## src/hw/area_timing_params.svh

```systemverilog
// Offsets, field positions, reset values and counts for the area timing block.
// Included by the package and by the controller; definitions only.
`ifndef AREA_TIMING_PARAMS_SVH
`define AREA_TIMING_PARAMS_SVH

`define AT_ADDR_W            8
`define AT_DATA_W            16
`define AT_AREAS             5

`define AT_OFF_WAIT_MASK     8'h00
`define AT_OFF_STROBE_TIMING 8'h04
`define AT_OFF_LONG_WAIT     8'h08
`define AT_OFF_AREA_TYPE     8'h0c
`define AT_OFF_WAIT_CODES    8'h10
`define AT_OFF_STATUS        8'h14

`define AT_RST_WAIT_MASK     16'h000b
`define AT_RST_STROBE_TIMING 16'h0000
`define AT_RST_LONG_WAIT     16'heeee
`define AT_RST_AREA_TYPE     16'h00aa
`define AT_RST_WAIT_CODES    16'h0eff
`define AT_WR_WAIT_MASK      16'hdf0f
`define AT_WR_STROBE_TIMING  16'h3bff
`define AT_WR_AREA_TYPE      16'h1fff
`define AT_WR_WAIT_CODES     16'h0fff

`define AT_F_REL_DELAY       15:14
`define AT_F_MASK            12:8
`define AT_F_A4_IDLE         3:2
`define AT_F_A4_WAIT         1:0
`define AT_F_A4_SETUP        13:11
`define AT_F_A4_HOLD         9:8
`define AT_F_SDRAM           12:8
`define AT_F_A4_LONG         11:8

`define AT_LONG_MIN          4'h3
`define AT_LONG_MAX          4'he
`endif

```

## src/hw/area_timing_pkg.sv

```systemverilog
// Types shared by the area timing controller.
// Assumes area_timing_params.svh is on the include path.
`include "area_timing_params.svh"

package area_timing_pkg;
	typedef enum logic [2:0] {
		ST_IDLE   = 3'h0,
		ST_SETUP  = 3'h1,
		ST_STROBE = 3'h3,
		ST_RELDLY = 3'h2,
		ST_HOLD   = 3'h6,
		ST_GAP    = 3'h7
	} state_t;

	typedef struct packed {
		state_t                 st;
		logic [3:0]             cnt;
		logic [2:0]             area;
		logic                   wr;
		logic                   sel;
		logic                   addr;
		logic                   stb;
		logic                   done;
		logic [`AT_DATA_W-1:0]  wait_mask;
		logic [`AT_DATA_W-1:0]  strobe_timing;
		logic [`AT_DATA_W-1:0]  long_wait;
		logic [`AT_DATA_W-1:0]  area_type;
		logic [`AT_DATA_W-1:0]  wait_codes;
		logic [`AT_DATA_W-1:0]  rdata;
	} ctrl_t;
endpackage

```

## src/hw/area_wait_setup_hold_ctrl.sv

```systemverilog
// External access timing controller for select areas 0 to 4.
// Assumes synchronous inputs, one clock with both edges used, and a master
// that only requests while acc_ready is high.
//
// Behaviour
// - After area 4 wait release is accepted the strobe negates 1, 2 or 4 cycles later.
// - Reserved bits of both timing registers read as zero and software writes zero.
// - A set wait-mask bit makes its area ignore the external wait input.
// - With the mask clear the wait input counts only when the wait code is not 00.
// - Areas set as synchronous DRAM ignore the wait input entirely.
// - Area 4 inserts at least 0, 1, 2 or 4 idle cycles, two after reset.
// - Area 4 wait code gives no wait, one, two or the long wait.
// - Area 4 strobe follows address and select by 0.5 to 7.5 cycles.
// - Area 4 address hold is 0.5 to 5.5 cycles with select hold 0 to 5.
// - Areas 0 to 3 share one code for setup 0.5 to 2.5 and hold with select 0 to 2.
// - Long wait inserts 3 to 14 wait cycles from the area's long-wait setting.
// - Idle cycles follow the previously accessed area, read followed by write included.
//
// The implementer's own choices: the address-and-strobe port and the placing of the registers.
`timescale 1ns/1ns
`default_nettype none
`include "area_timing_params.svh"

module area_wait_setup_hold_ctrl
	import area_timing_pkg::*;
(
	input  wire logic                  sys_clk,
	input  wire logic                  reset,
	input  wire logic [`AT_ADDR_W-1:0] reg_addr,
	input  wire logic [`AT_DATA_W-1:0] reg_wdata,
	input  wire logic                  reg_write,
	input  wire logic                  reg_read,
	output logic      [`AT_DATA_W-1:0] reg_rdata,
	input  wire logic                  acc_req,
	input  wire logic [2:0]            acc_area,
	input  wire logic                  acc_write,
	output logic                       acc_ready,
	output logic                       acc_done,
	input  wire logic                  ext_wait_n,
	output logic      [`AT_AREAS-1:0]  area_select_n,
	output logic                       addr_drive,
	output logic                       read_strobe_n,
	output logic                       write_strobe_n
);

	ctrl_t q, d;
	logic  stb_fall_q;
	logic  sel_fall_q;

	// Long waits outside the legal span are pulled back into it
	function automatic logic [3:0] clamp_long(input logic [3:0] v);
		if (v < `AT_LONG_MIN) begin
			return `AT_LONG_MIN;
		end
		if (v > `AT_LONG_MAX) begin
			return `AT_LONG_MAX;
		end
		return v;
	endfunction

	// Whole cycles before the strobe half-step; reserved codes act as the top value
	function automatic logic [3:0] setup_cycles(input ctrl_t s, input logic [2:0] a);
		logic [2:0] c4;
		logic [1:0] cn;
		c4 = s.strobe_timing[`AT_F_A4_SETUP];
		cn = s.strobe_timing[2*a[1:0] +: 2];
		if (a == 3'h4) begin
			unique case (c4)
				3'h0:    return 4'h0;
				3'h1:    return 4'h1;
				3'h2:    return 4'h3;
				3'h3:    return 4'h5;
				default: return 4'h7;
			endcase
		end
		return (cn == 2'h3) ? 4'h2 : {2'h0, cn};
	endfunction

	// Select hold in cycles; address holds half a cycle longer
	function automatic logic [3:0] hold_cycles(input ctrl_t s, input logic [2:0] a);
		logic [1:0] c4;
		logic [1:0] cn;
		c4 = s.strobe_timing[`AT_F_A4_HOLD];
		cn = s.strobe_timing[2*a[1:0] +: 2];
		if (a == 3'h4) begin
			unique case (c4)
				2'h0: return 4'h0;
				2'h1: return 4'h1;
				2'h2: return 4'h3;
				2'h3: return 4'h5;
			endcase
		end
		return (cn == 2'h3) ? 4'h2 : {2'h0, cn};
	endfunction

	function automatic logic [1:0] wait_code(input ctrl_t s, input logic [2:0] a);
		return (a == 3'h4) ? s.wait_mask[`AT_F_A4_WAIT] : s.wait_codes[2*a[1:0] +: 2];
	endfunction

	function automatic logic [3:0] base_waits(input ctrl_t s, input logic [2:0] a);
		logic [3:0] lw;
		lw = (a == 3'h4) ? s.wait_codes[`AT_F_A4_LONG] : s.long_wait[4*a[1:0] +: 4];
		unique case (wait_code(s, a))
			2'h0: return 4'h0;
			2'h1: return 4'h1;
			2'h2: return 4'h2;
			2'h3: return clamp_long(lw);
		endcase
	endfunction

	function automatic logic [3:0] idle_cycles(input ctrl_t s, input logic [2:0] a);
		logic [1:0] c;
		c = (a == 3'h4) ? s.wait_mask[`AT_F_A4_IDLE] : s.area_type[2*a[1:0] +: 2];
		unique case (c)
			2'h0: return 4'h0;
			2'h1: return 4'h1;
			2'h2: return 4'h2;
			2'h3: return 4'h4;
		endcase
	endfunction

	logic                  take;
	logic                  honor_wait;
	logic [3:0]            setup_n;
	logic [3:0]            hold_n;
	logic [3:0]            idle_n;
	logic [1:0]            rel_code;
	logic [4:0]            masks;
	logic [4:0]            sdram;
	logic [`AT_DATA_W-1:0] status;

	assign take      = acc_req && (q.st == ST_IDLE) && (acc_area < 3'h5);
	assign masks     = q.wait_mask[`AT_F_MASK];
	assign sdram     = q.area_type[`AT_F_SDRAM];
	assign rel_code  = q.wait_mask[`AT_F_REL_DELAY];
	assign setup_n   = setup_cycles(q, acc_area);
	assign hold_n    = hold_cycles(q, q.area);
	assign idle_n    = idle_cycles(q, q.area);
	// Wait input only counts if unmasked, enabled by code and not SDRAM
	assign honor_wait = !masks[q.area] && (wait_code(q, q.area) != 2'h0)
		&& !sdram[q.area];
	// Read-only view of the access in flight, for bring-up
	assign status    = {9'h000, q.wr, q.area, q.st};

	always_comb begin
		d      = q;
		d.done = 1'b0;
		unique case (q.st)
			ST_IDLE: begin
				if (take) begin
					d.area = acc_area;
					d.wr   = acc_write;
					d.sel  = 1'b1;
					d.addr = 1'b1;
					if (setup_n == 4'h0) begin
						d.st  = ST_STROBE;
						d.stb = 1'b1;
						d.cnt = base_waits(q, acc_area);
					end else begin
						d.st  = ST_SETUP;
						d.cnt = setup_n - 4'h1;
					end
				end
			end
			ST_SETUP: begin
				if (q.cnt == 4'h0) begin
					d.st  = ST_STROBE;
					d.stb = 1'b1;
					d.cnt = base_waits(q, q.area);
				end else begin
					d.cnt = q.cnt - 4'h1;
				end
			end
			ST_STROBE: begin
				// Base waits run out before the wait line is looked at
				if (q.cnt != 4'h0) begin
					d.cnt = q.cnt - 4'h1;
				end else if (!(honor_wait && !ext_wait_n)) begin
					// Release accepted here
					// Reserved release code stretches like the four-cycle one
					if ((q.area == 3'h4) && (rel_code != 2'h0)) begin
						d.st  = ST_RELDLY;
						d.cnt = (rel_code == 2'h1) ? 4'h0 : 4'h2;
					end else begin
						d.st  = ST_HOLD;
						d.stb = 1'b0;
						d.cnt = hold_n;
						d.sel = (hold_n != 4'h0);
					end
				end
			end
			ST_RELDLY: begin
				if (q.cnt == 4'h0) begin
					d.st  = ST_HOLD;
					d.stb = 1'b0;
					d.cnt = hold_n;
					d.sel = (hold_n != 4'h0);
				end else begin
					d.cnt = q.cnt - 4'h1;
				end
			end
			ST_HOLD: begin
				if (q.cnt == 4'h0) begin
					d.addr = 1'b0;
					d.done = 1'b1;
					// Always idles after the previous area, so read-then-write is covered
					if (idle_n == 4'h0) begin
						d.st = ST_IDLE;
					end else begin
						d.st  = ST_GAP;
						d.cnt = idle_n - 4'h1;
					end
				end else begin
					d.cnt = q.cnt - 4'h1;
					d.sel = (q.cnt != 4'h1);
				end
			end
			ST_GAP: begin
				if (q.cnt == 4'h0) begin
					d.st = ST_IDLE;
				end else begin
					d.cnt = q.cnt - 4'h1;
				end
			end
			default: begin
				d.st = ST_IDLE;
			end
		endcase

		// Unmapped offsets drop the write
		if (reg_write) begin
			unique case (reg_addr)
				`AT_OFF_WAIT_MASK:     d.wait_mask     = reg_wdata & `AT_WR_WAIT_MASK;
				`AT_OFF_STROBE_TIMING: d.strobe_timing = reg_wdata & `AT_WR_STROBE_TIMING;
				`AT_OFF_LONG_WAIT:     d.long_wait     = reg_wdata;
				`AT_OFF_AREA_TYPE:     d.area_type     = reg_wdata & `AT_WR_AREA_TYPE;
				`AT_OFF_WAIT_CODES:    d.wait_codes    = reg_wdata & `AT_WR_WAIT_CODES;
				default: ;
			endcase
		end

		// Read data stands one cycle only, zero otherwise
		d.rdata = '0;
		if (reg_read) begin
			unique case (reg_addr)
				`AT_OFF_WAIT_MASK:     d.rdata = q.wait_mask;
				`AT_OFF_STROBE_TIMING: d.rdata = q.strobe_timing;
				`AT_OFF_LONG_WAIT:     d.rdata = q.long_wait;
				`AT_OFF_AREA_TYPE:     d.rdata = q.area_type;
				`AT_OFF_WAIT_CODES:    d.rdata = q.wait_codes;
				`AT_OFF_STATUS:        d.rdata = status;
				default:               d.rdata = '0;
			endcase
		end
	end

	always_ff @(posedge sys_clk) begin
		if (reset) begin
			q               <= '0;
			q.st            <= ST_IDLE;
			q.wait_mask     <= `AT_RST_WAIT_MASK;
			q.strobe_timing <= `AT_RST_STROBE_TIMING;
			q.long_wait     <= `AT_RST_LONG_WAIT;
			q.area_type     <= `AT_RST_AREA_TYPE;
			q.wait_codes    <= `AT_RST_WAIT_CODES;
		end else begin
			q <= d;
		end
	end

	// Falling-edge copies buy the half cycle without a doubled clock
	always_ff @(negedge sys_clk) begin
		if (reset) begin
			stb_fall_q <= 1'b0;
			sel_fall_q <= 1'b0;
		end else begin
			stb_fall_q <= q.stb;
			sel_fall_q <= q.sel;
		end
	end

	assign reg_rdata      = q.rdata;
	assign acc_ready      = (q.st == ST_IDLE);
	assign acc_done       = q.done;
	assign addr_drive     = q.addr;
	assign read_strobe_n  = !(stb_fall_q && !q.wr);
	assign write_strobe_n = !(stb_fall_q && q.wr);

	// Select rises with the address and trails by a half cycle
	always_comb begin
		area_select_n = '1;
		// Per-area compare keeps a stray area code from indexing past the vector
		for (int i = 0; i < `AT_AREAS; i++) begin
			if ((q.sel || sel_fall_q) && (q.area == 3'(i))) begin
				area_select_n[i] = 1'b0;
			end
		end
	end

endmodule

`default_nettype wire

```

## config.mk

```make
export PLATFORM = sky130hd
export DESIGN_NAME = area_wait_setup_hold_ctrl
export DESIGN_NICKNAME = d
export VERILOG_FILES = /design/src/hw/area_timing_pkg.sv /design/src/hw/area_wait_setup_hold_ctrl.sv
export VERILOG_INCLUDE_DIRS = /design/src /design/src/hw
export SDC_FILE = /design/constraint.sdc
export NUM_CORES = 1
export LEC_CHECK = 0
export ABC_AREA = 1
export BUFFER_PORTS_ARGS = -buffer_cell sky130_fd_sc_hd__buf_2
export CORE_ASPECT_RATIO = 1.1
export CORE_UTILIZATION = 59
export CTS_CLUSTER_SIZE = 28
export DETAILED_ROUTE_END_ITERATION = 10
export GPL_ROUTABILITY_DRIVEN = 0
export PLACE_DENSITY = 0.91
export SETUP_SLACK_MARGIN = 0.3
export SYNTH_ARGS = -nofsm -noshare
export SYNTH_HDL_FRONTEND = slang
export SYNTH_SLANG_ARGS = --single-unit
```

## constraint.sdc

```tcl
create_clock -name sys_clk -period 2.3 [get_ports sys_clk]
set_input_delay 0.46 -clock sys_clk [delete_from_list [all_inputs] [get_ports sys_clk]]
set_output_delay 0.46 -clock sys_clk [all_outputs]
set_load 0.01 [all_outputs]
```

; After elaboration in Yosys (flattened, before gate mapping)
; Cells that the tools add are included.
[op_classes]
add_sub_neg = 3
order_cmp = 6
n_eq_ne = 47
shift = 7
mux = 91
bitwise_logic = 2
reduce_logical = 53
[ops]
columns = operator, count
row1 = $pmux 16 s6, 1
row2 = $mux 4, 20
row3 = $shiftx 16x4->2, 5
row4 = $pmux 4 s4, 4
row5 = $mux 1, 42
row6 = $shiftx 16x5->4, 2
row7 = $pmux 4 s6, 1
row8 = $eq 2x2->1 const B, 10
row9 = $eq 3x2->1 const B, 6
row10 = $mux 3, 6
row11 = $ne 2x2->1 const B, 9
row12 = $pmux 3 s6, 1
row13 = $eq 8x4->1 const B, 2
row14 = $eq 8x5->1 const B, 2
row15 = $reduce_bool 4->1, 4
row16 = $mux 14, 1
row17 = $mux 7, 2
row18 = $reduce_and 7->1, 2
row19 = $logic_and 1x1->1, 13
row20 = $eq 3x3->1 const B, 4
row21 = $logic_not 4->1, 3
row22 = $mux 2, 6
row23 = $pmux 3 s4, 1
row24 = $reduce_and 2->1, 6
row25 = other kinds (28), 56
[word_totals]
regBits = 98
input_bits = 34
output_inout_bits = 26
word_cells = 225

; Depth between registers and ports, before layout
[logic_depth]
word_depth = 19
ltp_mapped = 18
ltp_nobuf = 17

==> results.yml <==
drt:
  ant_nets: 0
  post-route-drc-count: 0
  drtPass1Iterations: 8
  via_per_inst: 6.28
  drt_iter0_markers: 949
  wl_per_cell_um: 18.1
  vias: 6490
  wl_mm: 18.7
sta:
  rsz0062_at_grt: "yes"
  final-setup-viol-count: 7
  slew_violations: 0
  fin_hold_ws_ns: 0.323
  fin_setup_tns_ns: -2.49
  maxSlewHeadroom_pct: 52.6
  worst_pin_slew_ns: 0.711
  hold_viol: 0
  setup_slack_ns: -0.447
  clock_skew_ns: 0.0449
clocking:
  cts_root_buf: "clkbuf_8"
  cts_tree: "done"
  cts_max_level: 3
  cts_num_sinks: 98
  cts_max_path_buffers: 2
  cts_buffers: 9
  clkTransAtPathRegs_ns: 0.09
  holdBufCountCts: 0
  clk-insertion-delay-late_ns: 0.41
yosys:
  yosysUniqueCellTypes: 39
  synthAdderAreaFrac_pct: 1.35
  synth_compound_area_share_pct: 22.8
  yosys.area_share.simple_pct: 28.3
  syn_inst: 844
  synth_area_leader_cell: "dfxtp_1"
  synth_fp_nets: 884
  synth-xor-area-share_pct: 0.316
  synth_most_common_cell: "nand2_1"
  synthMuxAreaShare_pct: 0
  synth_top_family_by_area: "simple AND/OR/NAND/NOR gates"
  synth_top_area_share_pct: 35.4
  ys_seq_elements: 98
  async_reset_ff_share_pct: 0
  ys_seq_area_share_pct: 35.4
  yosys_warnings: 0
  synth_edf_count: 0
  synthFlopType: "dfxtp_1"
  synth_commonest_cells: "nand2_1 (208), dfxtp_1 (98), inv_1 (98)"
  synth_area_leaders: "dfxtp_1 (35%), nand2_1 (14%), inv_1 (6.6%)"
  syn_avg_cell_area_um2: 6.57
  netlist_area_mm2: 0.00554
floorplanning:
  die_y_um: 104
  start_util_pct: 61.5
  pin_count: 60
  die_area_mm2: 0.00979
  core_area_mm2: 0.00901
  die_x_um: 94.4
  num_rows: 36
placed_design:
  hpwl_mm: 12.6
  port_buffers: 59
  dpl_cell_area_mm2: 0.00599
layout:
  final_nets: 955
  area_growth_pct: 18.1
  fill_cells: 709
  fin_util_pct: 72.7
  drive_above_1_share_pct: 23.5
  diodes: 0
  fin_area_mm2: 0.00655
power_and_ir_drop:
  vdd_drop_max_uv: 389
  leakage_nw: 3.11
  power_mw: 5.00
  p_per_area_mw_per_mm2: 764
worst_setup_path:
  worst-path-max-fanout: 4
  cp_data_arrival_time_ns: 2.29
  crit_required_ns: 1.84
  startpoint: "sel_fall_q"
  crit_chain: "nor2_4 > nor2_4 > nand2_1 > buf_2"
  slowest_delay_ns: 0.35
  crit_type: "flip-flop to primary output"
  critPathLaunchType: "flip-flop"
  cp_common_cell: "nor2_4"
  r2r_start: "q[108]"
  cp_slowest_cell: "dfxtp_2"
  critPathCaptureType: "primary output"
outcome:
  run_status: "complete, but fails checks"
  violations: "negative setup slack"
global_routing:
  grt_max_degree: 74
  grt_overflow: 0
  antenna_found_initial: 0
  grt_first_pass_wirelength_mm: 28.3
  grt_use_total_pct: 37.3
  first_global_vias: 5889
min_path:
  min-delay-start: "reg_wdata[13]"
  min_path_type: "input pin to flip-flop"
run:
  drv_cap: 0
-- per-layer routing --
| metal | up-vias | share of wire (%) | track usage (%) |
|---|---|---|---|
| met4 | 0 | 7.1 | 22.6 |
| met1 | 2821 | 36 | 47.0 |
| met2 | 589 | 44 | 57.3 |
| li1 | 2923 | - | - |
| met3 | 157 | 13 | 8.22 |
| met5 | - | 0 | 0 |
-- worst max-delay path, delay by kind of cell, from the launching register on --
kind | cells | cell delay, ns
buffers and inverters | 1 | 0.13
DFF | 1 | 0.35
and+or+nand+nor | 3 | 0.25
-- placed cells by master (no fill, tap or decap), types with 3 or more instances in the layout --
cell type / count
a21oi_2: 7
nor2_4: 8
buf_2: 58
a221oi_1: 5
nor2_2: 7
nand4_1: 4
inv_2: 8
a31oi_1: 4
inv_1: 90
o211ai_1: 34
buf_6: 3
nand2_4: 6
inv_6: 4
o21ai_1: 6
nand3_2: 8
ha_1: 3
o21ai_0: 63
nand3_1: 43
o22ai_1: 11
nor2_1: 81
clkbuf_8: 10
dfxtp_2: 9
a21oi_1: 56
nand2_1: 197
buf_4: 43
or2_2: 3
o21ai_2: 8
nand2_2: 10
a211oi_1: 4
dfxtp_1: 87
a22oi_1: 4
-- metrics by stage --
step / setup slack [ns] / instances
after global routing: -0.508 / 1034
final: -0.447 / 1034
after detailed placement: -0.0677 / 1007
after global placement: -0.0258 / 1007
after floorplan: 0.0746 / 844
after CTS: -0.428 / 1026
-- kinds of logic after synthesis --
group / count (synthesis)
buffers and inverters: 150
XOR/XNOR: 2
AND/OR/NAND/NOR: 372
adder cells (fa/ha/maj): 6
AO/OA/AOI/OAI: 216
flip-flops: 98
-- sequential cells by signal (all words and copies together), names as in the netlist --
name        flops
sel_fall_q      1
stb_fall_q      1
q              73
masks           5
acc_done        1
reg_rdata      16
addr_drive      1
-- power breakdown --
part	internal (mW)	switching [mW]
logic	0.748	1.23
clock network	0.445	0.670
registers	1.79	0.117
-- layout make-up --
type	instances	area (µm²)	share of cell area (%)
multi-input combinational	596	3160	48.3
sequential	98	1980	30.2
timing repair buffer	106	669	10.2
inverter	102	403	6.15
tap	114	143	2.18
clock buffer	11	141	2.16
clock inverter	7	50.0	0.764
-- path summary, 6_finish.rpt --
kind,cells after the start,slack [ns],endpoint
worst min-delay path,3,0.32,q[61]
worst min register to register,2,0.47,addr_drive
worst max-delay path,4,-0.45,area_select_n[2]
worst max register to register,12,0.26,q[107]
-- timing repair --
item / 4_1_cts / 5_1_grt
hold endpoints to repair: 0 / 0
setup buffers: 2 / 8
pin swaps: 3 / 35
resized for setup: 12 / 86
setup endpoints to repair: 16 / 16
No activity file was read; power rests on OpenSTA's default activity.
